===== src/logic/lpm_pkg.sv =====
// package: register map, field positions, timing and types of the mode controller
package lpm_pkg;
  localparam logic [3:0] ADDR_CTRL   = 4'h0;
  localparam logic [3:0] ADDR_STATUS = 4'h1;
  localparam logic [3:0] ADDR_WAKE   = 4'h2;
  localparam logic [3:0] ADDR_CMD    = 4'h3;
  // control register fields
  localparam int CTRL_HSEL    = 0;
  localparam int CTRL_IDLE    = 1;
  localparam int CTRL_KEEP    = 2;
  localparam int CTRL_FAST    = 3;
  localparam int CTRL_CKS_LO  = 4;
  localparam int CTRL_WDT_EN  = 7;
  localparam int CTRL_LVD_EN  = 8;
  localparam int CTRL_HXT     = 9;
  localparam logic [31:0] CTRL_RESET = 32'h0000_0080;
  // status register fields
  localparam int ST_PDF   = 0;
  localparam int ST_TO    = 1;
  localparam int ST_HTO   = 2;
  localparam int ST_MODE  = 4;
  localparam int ST_PEND  = 8;
  localparam int ST_SUBSYS = 9;
  // command register bits (write one)
  localparam int CMD_HALT   = 0;
  localparam int CMD_CLRWDT = 1;
  // settle counts in mclk cycles
  localparam logic [9:0] HXT_SETTLE  = 10'h200;
  localparam logic [9:0] HIGH_SPEED_RC_OSC_SETTLE = 10'h010;
  localparam logic [9:0] LXT_SETTLE  = 10'h200;
  localparam logic [2:0] CKS_FAST_MIN = 3'h2;
  localparam int PORT_W = 8;

  typedef enum logic [2:0] {
    RUN_NORMAL  = 3'b000,
    RUN_SLOW    = 3'b001,
    DEEP_SLEEP  = 3'b010,
    SUB_SLEEP   = 3'b011,
    SUB_IDLE    = 3'b100,
    FULL_IDLE   = 3'b101,
    WAKE_SETTLE = 3'b110
  } mode_type;

  typedef struct packed {
    logic sys_clk_en;
    logic wdt_clk_en;
    logic tb_clk_en;
    logic sub_clk_en;
    logic hs_osc_en;
    logic cpu_run;
    logic periph_on_sub;
  } clk_ctl_type;

  typedef struct packed {
    logic [31:0] addr;
    logic        read;
    logic        write;
    logic [31:0] wdata;
  } bus_req_type;
endpackage : lpm_pkg


===== src/logic/low_power_mode_controller.sv =====
// power-mode sequencer: halt state choice, clock gating, wake-up, settle
//
// The placing of the registers and the Avalon-MM register port were left to the implementer.
`timescale 1ns/1ps
module low_power_mode_controller
  import lpm_pkg::*;
(
  input  wire logic              mclk,
  input  wire logic              rst,
  // avalon-mm slave
  input  wire logic [3:0]        avs_address,
  input  wire logic              avs_read,
  input  wire logic              avs_write,
  input  wire logic [31:0]       avs_writedata,
  output logic      [31:0]       avs_readdata,
  output logic                   avs_waitrequest,
  // cpu side events
  input  wire logic              irq_req,
  input  wire logic              irq_enabled,
  input  wire logic              stack_full,
  input  wire logic              wdt_overflow,
  input  wire logic [PORT_W-1:0] port_a_pins,
  // outputs
  output clk_ctl_type            clk_ctl,
  output logic                   wdt_clear,
  output logic                   pc_sp_reset,
  output logic                   irq_take,
  output logic                   resume
);
  typedef struct packed {
    mode_type          mode;
    mode_type          wake_target;
    logic [9:0]        ctrl;
    logic              power_down_flag;
    logic              to;
    logic [PORT_W-1:0] port_a_wake_enable;
    logic [PORT_W-1:0] pa_s1;
    logic [PORT_W-1:0] pa_s2;
    logic [PORT_W-1:0] pa_prev;
    logic              irq_blocked;
    logic              irq_pending;
    logic              start_hs;
    logic              start_ls;
    logic              ack;
    logic [31:0]       rdata;
    clk_ctl_type       clk;
    logic              wdt_clr;
    logic              pcsp;
    logic              take;
    logic              res;
  } ctl_state_type;

  ctl_state_type s_q, s_d;
  logic hs_ready;
  logic ls_ready;
  logic [9:0] hs_len;
  logic halted;
  logic [PORT_W-1:0] pa_fall;
  logic irq_wake;
  logic wake;
  logic halt_cmd;
  logic clr_cmd;
  logic hto_flag;

  assign hs_len = s_q.ctrl[CTRL_HXT] ? HXT_SETTLE : HIGH_SPEED_RC_OSC_SETTLE;

  settle_counter u_settle (
    .mclk     (mclk),
    .rst      (rst),
    .start_hs (s_q.start_hs),
    .start_ls (s_q.start_ls),
    .hs_len   (hs_len),
    .hs_ready (hs_ready),
    .ls_ready (ls_ready)
  );

  always_comb begin
    halted   = (s_q.mode == DEEP_SLEEP) || (s_q.mode == SUB_SLEEP) ||
               (s_q.mode == SUB_IDLE) || (s_q.mode == FULL_IDLE);
    pa_fall  = s_q.pa_prev & ~s_q.pa_s2 & s_q.port_a_wake_enable;
    irq_wake = irq_req && !s_q.irq_blocked;
    // ready flag reads low while the high-speed oscillator is stopped
    hto_flag = hs_ready && s_q.clk.hs_osc_en && !s_q.start_hs;
    wake     = halted && ((|pa_fall) || irq_wake || wdt_overflow);
    halt_cmd = avs_write && !s_q.ack && (avs_address == ADDR_CMD) &&
               avs_writedata[CMD_HALT];
    clr_cmd  = avs_write && !s_q.ack && (avs_address == ADDR_CMD) &&
               avs_writedata[CMD_CLRWDT];
  end

  always_comb begin
    s_d = s_q;
    s_d.pa_s1   = port_a_pins;
    s_d.pa_s2   = s_q.pa_s1;
    s_d.pa_prev = s_q.pa_s2;
    s_d.start_hs = 1'b0;
    s_d.start_ls = 1'b0;
    s_d.wdt_clr = 1'b0;
    s_d.pcsp    = 1'b0;
    s_d.take    = 1'b0;
    s_d.res     = 1'b0;
    s_d.ack     = (avs_read || avs_write) && !s_q.ack;
    s_d.rdata   = 32'h0000_0000;
    // bus access; registers stay readable and writable while halted
    if (avs_read && !s_q.ack) begin
      unique case (avs_address)
        ADDR_CTRL:   s_d.rdata = {22'h000000, s_q.ctrl};
        ADDR_STATUS: s_d.rdata = {22'h000000, s_q.clk.periph_on_sub,
                                  s_q.irq_pending, 1'b0, s_q.mode,
                                  1'b0, hto_flag, s_q.to, s_q.power_down_flag};
        ADDR_WAKE:   s_d.rdata = {24'h000000, s_q.port_a_wake_enable};
        default:     s_d.rdata = 32'h0000_0000;
      endcase
    end
    if (avs_write && !s_q.ack) begin
      if (avs_address == ADDR_CTRL) begin
        s_d.ctrl = avs_writedata[9:0];
      end
      if (avs_address == ADDR_WAKE) begin
        s_d.port_a_wake_enable = avs_writedata[PORT_W-1:0];
      end
    end
    if (clr_cmd) begin
      s_d.power_down_flag     = 1'b0;
      s_d.wdt_clr = 1'b1;
    end
    if (irq_req && irq_enabled && !stack_full) begin
      s_d.irq_pending = 1'b0;
    end
    if (!irq_req) begin
      s_d.irq_blocked = 1'b0;
    end
    unique case (s_q.mode)
      RUN_NORMAL, RUN_SLOW: begin
        if (!s_q.ctrl[CTRL_HSEL] &&
            s_q.ctrl[CTRL_CKS_LO +: 3] < CKS_FAST_MIN) begin
          s_d.mode = RUN_SLOW;
        end else if (s_q.mode == RUN_SLOW) begin
          s_d.mode = WAKE_SETTLE;
          s_d.wake_target = RUN_NORMAL;
          s_d.start_hs = 1'b1;
        end
        if (halt_cmd) begin
          s_d.power_down_flag = 1'b1;
          s_d.to  = 1'b0;
          s_d.wdt_clr = 1'b1;
          s_d.irq_blocked = irq_req;
          if (!s_q.ctrl[CTRL_IDLE]) begin
            if (!s_q.ctrl[CTRL_WDT_EN] && !s_q.ctrl[CTRL_LVD_EN]) begin
              s_d.mode = DEEP_SLEEP;
            end else begin
              s_d.mode = SUB_SLEEP;
            end
          end else if (!s_q.ctrl[CTRL_KEEP]) begin
            s_d.mode = SUB_IDLE;
          end else begin
            s_d.mode = FULL_IDLE;
          end
        end
      end
      DEEP_SLEEP, SUB_SLEEP, SUB_IDLE, FULL_IDLE: begin
        if (wake) begin
          if (wdt_overflow) begin
            s_d.to   = 1'b1;
            s_d.pcsp = 1'b1;
          end
          if (irq_wake && !(irq_enabled && !stack_full)) begin
            s_d.irq_pending = 1'b1;
          end
          s_d.wake_target = RUN_NORMAL;
          if (s_q.mode == FULL_IDLE) begin
            s_d.mode = RUN_NORMAL;
            s_d.res  = 1'b1;
            s_d.take = irq_wake && irq_enabled && !stack_full;
          end else begin
            s_d.mode = WAKE_SETTLE;
            s_d.start_hs = 1'b1;
            // low-speed oscillator was off too; it waits for high-speed
            s_d.start_ls = (s_q.mode == DEEP_SLEEP);
            s_d.take = irq_wake && irq_enabled && !stack_full;
          end
        end
      end
      WAKE_SETTLE: begin
        if (hs_ready && !s_q.start_hs) begin
          s_d.mode = s_q.wake_target;
          s_d.res  = 1'b1;
        end
      end
      default: s_d.mode = RUN_NORMAL;
    endcase
    // clock gating per mode
    s_d.clk.sub_clk_en = s_q.ctrl[CTRL_WDT_EN] || s_q.ctrl[CTRL_LVD_EN];
    s_d.clk.wdt_clk_en = s_q.ctrl[CTRL_WDT_EN];
    s_d.clk.tb_clk_en  = 1'b1;
    s_d.clk.sys_clk_en = 1'b1;
    s_d.clk.hs_osc_en  = (s_d.mode != RUN_SLOW);
    s_d.clk.cpu_run    = (s_d.mode == RUN_NORMAL) || (s_d.mode == RUN_SLOW);
    s_d.clk.periph_on_sub = (s_d.mode == RUN_SLOW);
    unique case (s_d.mode)
      DEEP_SLEEP: begin
        s_d.clk.sys_clk_en = 1'b0;
        s_d.clk.wdt_clk_en = 1'b0;
        s_d.clk.tb_clk_en  = 1'b0;
        s_d.clk.sub_clk_en = 1'b0;
        s_d.clk.hs_osc_en  = 1'b0;
      end
      SUB_SLEEP: begin
        s_d.clk.sys_clk_en = 1'b0;
        s_d.clk.tb_clk_en  = 1'b0;
        s_d.clk.hs_osc_en  = 1'b0;
      end
      SUB_IDLE: begin
        s_d.clk.sys_clk_en = 1'b0;
        s_d.clk.sub_clk_en = 1'b1;
        s_d.clk.hs_osc_en  = 1'b0;
      end
      WAKE_SETTLE: begin
        // with hxt selected and sub clock already on, fast wake runs system from low-speed rc until ready
        s_d.clk.sys_clk_en = s_q.ctrl[CTRL_HXT] && s_q.ctrl[CTRL_FAST] &&
                             s_q.clk.sub_clk_en;
        s_d.clk.periph_on_sub = s_d.clk.sys_clk_en;
        s_d.clk.cpu_run = s_d.clk.sys_clk_en;
      end
      default: begin
        s_d.clk.sys_clk_en = 1'b1;
      end
    endcase
  end

  always_ff @(posedge mclk) begin
    if (rst) begin
      s_q <= '0;
      s_q.ctrl <= CTRL_RESET[9:0];
      s_q.clk  <= 7'h7f;
    end else begin
      s_q <= s_d;
    end
  end

  assign avs_readdata    = s_q.rdata;
  assign avs_waitrequest = (avs_read || avs_write) && !s_q.ack;
  assign clk_ctl     = s_q.clk;
  assign wdt_clear   = s_q.wdt_clr;
  assign pc_sp_reset = s_q.pcsp;
  assign irq_take    = s_q.take;
  assign resume      = s_q.res;

  property p_halt_flags;
    @(posedge mclk) disable iff (rst)
      halt_cmd && !halted && s_q.mode != WAKE_SETTLE |=> s_q.power_down_flag && !s_q.to;
  endproperty
  a_halt_flags: assert property (p_halt_flags) else $error("halt flags");

  property p_deep;
    @(posedge mclk) disable iff (rst)
      halt_cmd && s_q.mode == RUN_NORMAL && !s_q.ctrl[CTRL_IDLE] &&
      !s_q.ctrl[CTRL_WDT_EN] && !s_q.ctrl[CTRL_LVD_EN]
      |=> s_q.mode == DEEP_SLEEP ##1 !clk_ctl.sys_clk_en && !clk_ctl.wdt_clk_en;
  endproperty
  a_deep: assert property (p_deep) else $error("deep sleep entry");

  property p_full_idle;
    @(posedge mclk) disable iff (rst)
      s_q.mode == FULL_IDLE |->
        clk_ctl.sys_clk_en && clk_ctl.tb_clk_en && !clk_ctl.cpu_run;
  endproperty
  a_full_idle: assert property (p_full_idle) else $error("full idle clk");

  property p_clr;
    @(posedge mclk) disable iff (rst)
      clr_cmd && !halt_cmd |=> !s_q.power_down_flag;
  endproperty
  a_clr: assert property (p_clr) else $error("clear wdt pdf");

  property p_wdt_wake;
    @(posedge mclk) disable iff (rst)
      halted && wdt_overflow |=> s_q.to && pc_sp_reset && !halted;
  endproperty
  a_wdt_wake: assert property (p_wdt_wake) else $error("wdt wake");

  property p_settle;
    @(posedge mclk) disable iff (rst)
      s_q.mode == WAKE_SETTLE && !hs_ready |=> s_q.mode == WAKE_SETTLE;
  endproperty
  a_settle: assert property (p_settle) else $error("early fetch");

  property p_hold;
    @(posedge mclk) disable iff (rst)
      halted && !wake |=> $stable(s_q.mode) && !resume;
  endproperty
  a_hold: assert property (p_hold) else $error("halt not held");

  property p_sub_idle;
    @(posedge mclk) disable iff (rst)
      s_q.mode == SUB_IDLE |->
        !clk_ctl.sys_clk_en && clk_ctl.tb_clk_en && clk_ctl.sub_clk_en;
  endproperty
  a_sub_idle: assert property (p_sub_idle) else $error("sub idle clk");

  property p_deep_clk;
    @(posedge mclk) disable iff (rst)
      s_q.mode == DEEP_SLEEP |-> !clk_ctl.sys_clk_en && !clk_ctl.wdt_clk_en &&
        !clk_ctl.tb_clk_en && !clk_ctl.sub_clk_en && !clk_ctl.hs_osc_en;
  endproperty
  a_deep_clk: assert property (p_deep_clk) else $error("deep clocks");

  property p_sub_sleep;
    @(posedge mclk) disable iff (rst)
      s_q.mode == SUB_SLEEP |-> !clk_ctl.sys_clk_en && !clk_ctl.tb_clk_en &&
        !clk_ctl.hs_osc_en;
  endproperty
  a_sub_sleep: assert property (p_sub_sleep) else $error("sub sleep");

  property p_run_wdt;
    @(posedge mclk) disable iff (rst)
      s_q.mode == RUN_NORMAL && $stable(s_q.ctrl) |->
        clk_ctl.wdt_clk_en == s_q.ctrl[CTRL_WDT_EN];
  endproperty
  a_run_wdt: assert property (p_run_wdt) else $error("wdt clock");

  property p_pin_wake;
    @(posedge mclk) disable iff (rst)
      halted && (|pa_fall) |=> !halted;
  endproperty
  a_pin_wake: assert property (p_pin_wake) else $error("pin wake");

  property p_take;
    @(posedge mclk) disable iff (rst)
      halted && irq_wake && irq_enabled && !stack_full |=> irq_take;
  endproperty
  a_take: assert property (p_take) else $error("irq take");
endmodule : low_power_mode_controller


===== src/logic/settle_counter.sv =====
// shared oscillator settle counter, high-speed first then low-speed
`timescale 1ns/1ps
module settle_counter
  import lpm_pkg::*;
(
  input  wire logic       mclk,
  input  wire logic       rst,
  input  wire logic       start_hs,
  input  wire logic       start_ls,
  input  wire logic [9:0] hs_len,
  output logic            hs_ready,
  output logic            ls_ready
);
  typedef struct packed {
    logic [9:0] cnt;
    logic       hs_busy;
    logic       ls_wait;
    logic       ls_busy;
    logic       hs_rdy;
    logic       ls_rdy;
  } settle_state_type;

  settle_state_type s_q, s_d;

  always_comb begin
    s_d = s_q;
    if (start_hs) begin
      s_d.hs_busy = 1'b1;
      s_d.hs_rdy  = 1'b0;
      s_d.cnt     = 10'h000;
    end
    if (start_ls) begin
      s_d.ls_wait = 1'b1;
      s_d.ls_rdy  = 1'b0;
    end
    if (s_q.hs_busy && !start_hs) begin
      s_d.cnt = s_q.cnt + 10'h001;
      if (s_q.cnt + 10'h001 >= hs_len) begin
        s_d.hs_busy = 1'b0;
        s_d.hs_rdy  = 1'b1;
        s_d.cnt     = 10'h000;
      end
    end else if (s_q.ls_wait && !s_q.hs_busy && !start_hs) begin
      // low-speed only counts once high-speed finished
      s_d.ls_wait = 1'b0;
      s_d.ls_busy = 1'b1;
      s_d.cnt     = 10'h000;
    end else if (s_q.ls_busy && !start_hs) begin
      s_d.cnt = s_q.cnt + 10'h001;
      if (s_q.cnt + 10'h001 >= LXT_SETTLE) begin
        s_d.ls_busy = 1'b0;
        s_d.ls_rdy  = 1'b1;
        s_d.cnt     = 10'h000;
      end
    end
  end

  always_ff @(posedge mclk) begin
    if (rst) begin
      s_q <= '0;
    end else begin
      s_q <= s_d;
    end
  end

  assign hs_ready = s_q.hs_rdy;
  assign ls_ready = s_q.ls_rdy;
endmodule : settle_counter

===== config.mk =====
export PLATFORM = sky130hd
export DESIGN_NAME = low_power_mode_controller
export DESIGN_NICKNAME = d
export VERILOG_FILES = /design/src/logic/lpm_pkg.sv /design/src/logic/low_power_mode_controller.sv /design/src/logic/settle_counter.sv
export SDC_FILE = /design/constraint.sdc
export NUM_CORES = 1
export LEC_CHECK = 0
export ABC_AREA = 1
export BUFFER_PORTS_ARGS = -buffer_cell sky130_fd_sc_hd__buf_4
export CORE_MARGIN = 2
export CORE_UTILIZATION = 54
export CTS_CLUSTER_SIZE = 14
export DETAILED_ROUTE_END_ITERATION = 7
export PLACE_DENSITY_LB_ADDON = 0.05
export REMOVE_ABC_BUFFERS = 1
export SYNTH_ARGS = -nofsm -noshare
export SYNTH_HDL_FRONTEND = slang
export SYNTH_HIERARCHICAL = 1
export SYNTH_SLANG_ARGS = --single-unit

===== constraint.sdc =====
create_clock -name mclk -period 2.5 [get_ports mclk]
set_input_delay 0.375 -clock mclk [delete_from_list [all_inputs] [get_ports mclk]]
set_output_delay 0.375 -clock mclk [all_outputs]
set_load 0.1 [all_outputs]

**Word-level counts from Yosys, hierarchy flattened**

Cells that the tools add are included.
Widths: inputs -> output; s select.

- Flip-flop bits (word level): 112
- Input bits: 52
- Logic and storage cells: 185

- Add/subtract/negate cells: 1
- Magnitude comparators: 3
- Equal/unequal tests: 20
- Multiplexer cells: 61
- Bitwise logic cells: 7
- Reductions and logical operators: 62

Operators with widths:

| operator | count |
|---|---|
| $mux 10 | 5 |
| $mux 1 | 33 |
| $pmux 10 s3 | 1 |
| $logic_and 1x1->1 | 25 |
| $mux 11 | 2 |
| $mux 3 | 7 |
| $and 8x8->8 | 2 |
| $eq 3x3->1 const B | 5 |
| $eq 3x2->1 const B | 4 |
| $mux 6 | 2 |
| $add 10x1->10 const B | 1 |
| $ge 10x10->1 | 1 |
| $ge 10x10->1 const B | 1 |
| $ne 2x2->1 const B | 5 |
| $pmux 1 s2 | 5 |
| $logic_not 1->1 | 9 |
| $pmux 3 s3 | 1 |
| $eq 4x2->1 const B | 2 |
| $logic_or 1x1->1 | 8 |
| $mux 2 | 4 |
| $not 8->8 | 1 |
| $reduce_and 4->1 | 2 |
| $reduce_or 4->1 | 2 |
| $reduce_or 8->1 | 1 |
| other kinds (14) | 25 |

**Longest topological paths before layout**

- Depth after elaboration: 12
- Depth in mapped cells: 18
- Depth with buffers taken out: 18

**Modules after synthesis**

The synthesis kept the hierarchy.

By module, submodules not included:

| module | times used | cells an instance | area an instance (sq um) | sequential area each (sq um) |
|---|---|---|---|---|
| low_power_mode_controller | 1 | 408 | 3113.0 | 1461.4 |
| settle_counter | 1 | 157 | 1071.0 | 300.3 |

**Worst setup path before layout**

No wires, ideal clock.

- Path kind: register -> register
- Start: register u_settle/s_q[5] in the netlist's numbering
- End: register u_settle/s_q[8] in the netlist's numbering
- Data arrival time: 2.012 ns
- Slack: 0.421 ns
- Stages on the path, launching flop included: 14
- Path buffers: 0
- Cells stage by stage: dfxtp_1 -> ha_1 -> nand2_1 -> nor2_1 -> nand3_1 -> xor2_1 -> ha_1 -> nand2_1 -> inv_1 -> a21oi_1 -> nand4_1 -> nand2_4 -> nand2_1 -> a21oi_2

- Word-level cells in the longest chain between the ends: 6
- Elaborated cells between the ends (all ways): 8
- Those cells by class: add/sub: 1; order compare: 2; mux: 5

RTL lines:

| item | line | source |
|---|---|---|
| start: declaration | settle_counter.sv:23 | `settle_state_type s_q, s_d;` |
| start signal: assignment | settle_counter.sv:60 | `s_q <= '0;` |
| start signal: assignment | settle_counter.sv:62 | `s_q <= s_d;` |
| $add 10x1->10 * | - |  |
| $ge 10x10->1 | settle_counter.sv:50 | `if (s_q.cnt + 10'h001 >= LXT_SETTLE) begin` |
| $mux 10 | settle_counter.sv:50 |  |
| $mux 10 | settle_counter.sv:48 | `end else if (s_q.ls_busy && !start_hs) begin` |
| $mux 10 | settle_counter.sv:43 | `end else if (s_q.ls_wait && !s_q.hs_busy && !start_hs) begin` |
| $mux 10 * | settle_counter.sv:36 | `if (s_q.hs_busy && !start_hs) begin` |

Every way passes the cells marked *; elsewhere a longest branch is shown, timed or not.
A chain may end at the register's enable or synchronous reset.

**Worst setup path after layout**

- Start: register u_settle/s_q[5] in the netlist's numbering
- End: register u_settle/s_q[7] in the netlist's numbering

The elaborated chain is that of the path after synthesis.

==> impl_metrics.ini <==
[flow_run]
cap_violations = 0

[timing]
fin_crit_sh_pct = 92.74
slew_headroom_pct = 59.88
hold_ws_ns = 0.2168
skew_ns = 0.01035
fmaxAchievable_ghz = 0.4313
period_minus_slack_ns = 2.319
finalMaxSlewViolations = 0
setup_viol = 0
tightest_slew_ns = 0.5973
hold_violations = 0

[worst_setup_path]
cp.arrival_ns = 2.60
critPathKind = reg2reg
r2r_setup_slack_ns = 0.18
cp-start-kind = flip-flop
timing.rr.start = u_settle/s_q[5]
cp_max_fo = 8
crit_top_cell = nand2_1
rr_endpoint = u_settle/s_q[7]
worstPathCellList = ha_2 > nand2_1 > nor2_4 > nand3_2 > xor2_2 > ha_1 > nand2_1 > inv_1 > a21oi_2 > nand4_1 > nand2_4 > nand2_1 > a21oi_1
worst-r2r-cell-count = 13
slowest_stage = dfxtp_4
max_stage_delay_ns = 0.39
cp-end-kind = flip-flop
critPathRequiredTime_ns = 2.79

[drt]
num_vias = 3460
first_pass_iters = 4
ant_nets = 0
wl_per_cell_um = 12.42
wl_mm = 8.854
drt_iter0_drc = 197
via_per_inst = 4.853
drc = 0

[placed_design]
gp_congestion = 0.8961
dp_cells = 696
portBuffers = 51
hpwl_mm = 6.566

[cells_and_area]
finalNonFillerCells = 713
drive_gt1_share_pct = 18.40
multi_input_area_um2 = 1852
n_fill_cell = 685
area_growth_pct = 13.50
antenna_cells = 0
nets = 674
regArea_um2 = 1747

[global_route]
grt_pass1_wl_mm = 14.40
track_usage_pct = 21.31
antenna_found_initial = 0
grt_max_degree = 33
grt_pass1_vias = 3089
overflow = 0

[floorplanning]
start_util_pct = 56.63
die_h_um = 91.68
core_area_um2 = 7331
io_pins = 96
dieArea_um2 = 8405
placementRows = 31
die_w_um = 91.68

[cts]
numCtsBuffers = 9
htree_levels = 3
cts_max_path_buffers = 2
cts-root-buf = clkbuf_8
cts.sinks = 87
worst_skew_pair.late_latency_ns = 0.36
cts.clk_slew.worst_paths_ns = 0.10
cts_tree = built

[logic_synthesis]
postSynthAreaPerCell_um2 = 7.400
ys_warn_count = 6
syn_inst = 561
netlist_area_um2 = 4151

[power_and_ir_drop]
ir_drop_uv = 369.6
p_per_area_nw_per_um2 = 717.3
finalPower_mw = 3.380
leakagePower_nw = 2.231

[min_path]
min_from = port_a_pins[7]
min_to = s_d[63]
holdPathStages = 3
hp-class = in2reg

[outcome]
status = finished clean
==> registers in the layout (all words and copies together), names as in the netlist <==
signal             cells
clk_ctl                7
avs_readdata          10
wdt_clear              1
s_d                   16
u_settle/s_q          13
resume                 1
irq_take               1
u_settle/hs_ready      1
s_q                   36
pc_sp_reset            1
==> metal layers <==
metal,routed length [um],global-route usage (%)
met5,0,0
met4,62,4.924
met3,390,4.519
met2,4187,33.64
met1,4215,29.93
==> where the power goes <==
part	internal, mW	total (mW)	leakage [nW]	switching (mW)
sequential	1.46	1.51	0.709	0.0522
combinational	0.189	0.849	1.42	0.660
clock	0.495	1.02	0.0993	0.525
total	2.14	3.38	2.23	1.24
==> how the worst max path moves through the flow <==
stage / from / endpoint / depth (start not counted)
2_1_floorplan: u_settle/s_q[5] / u_settle/s_q[8] / 13
3_3_place_gp: u_settle/s_q[5] / u_settle/s_q[13] / 13
3_5_place_dp: u_settle/s_q[5] / u_settle/s_q[7] / 13
4_1_cts: u_settle/s_q[5] / u_settle/s_q[7] / 13
5_1_grt: u_settle/s_q[5] / u_settle/s_q[7] / 13
6_report: u_settle/s_q[5] / u_settle/s_q[7] / 13
==> through the flow <==
stage | setup TNS (ns) | instance area (um2) | utilization [%] | worst slack [ns]
2_1_floorplan | 0 | 3931 | - | 0.4219
3_3_place_gp | 0 | 4468 | 60.95 | 0.09745
3_5_place_dp | 0 | 4468 | 60.95 | 0.01901
4_1_cts | 0 | 4674 | 63.77 | 0.01442
5_1_grt | -0.04647 | 4712 | 64.28 | -0.02851
6_report | 0 | 4712 | 64.28 | 0.1815
==> critical path, delay by kind of cell, from the launching register on <==
kind / cells / cell delay, ns
xor+xnor: 1 / 0.22
fa+ha+maj: 2 / 0.45
flops: 1 / 0.39
buf+inv: 1 / 0.06
simple gates: 7 / 0.82
compound gates: 2 / 0.31
==> cell usage in the layout (no fill, tap or decap), types with 5 or more instances in the layout <==
master / n
ha_1: 12
a21oi_1: 37
nand3_1: 37
nor3_1: 6
nor2_2: 5
dfxtp_1: 85
conb_1: 30
nor2_1: 55
nand2_1: 112
clkbuf_8: 10
o21ai_0: 16
nand3_2: 6
inv_1: 89
buf_4: 56
inv_2: 8
==> repair_timing <==
action                     4_1_cts  5_1_grt
buffers inserted                 0        1
hold endpoints to repair         0        0
hold buffers                     0        0
gates resized for setup          1        8
pin swaps                        0        4
setup endpoints to repair        8       12
==> layout make-up <==
| type | count | area share, % |
|---|---|---|
| clock buffers | 10 | 2.921 |
| well taps | 99 | 2.629 |
| flip-flops and latches | 87 | 37.07 |
| clock inverters | 6 | 1.434 |
| multi-input cells | 358 | 39.30 |
| repair buffers | 56 | 8.922 |
| inverters | 97 | 7.727 |
Note: power is estimated with default switching activity, not from simulation.
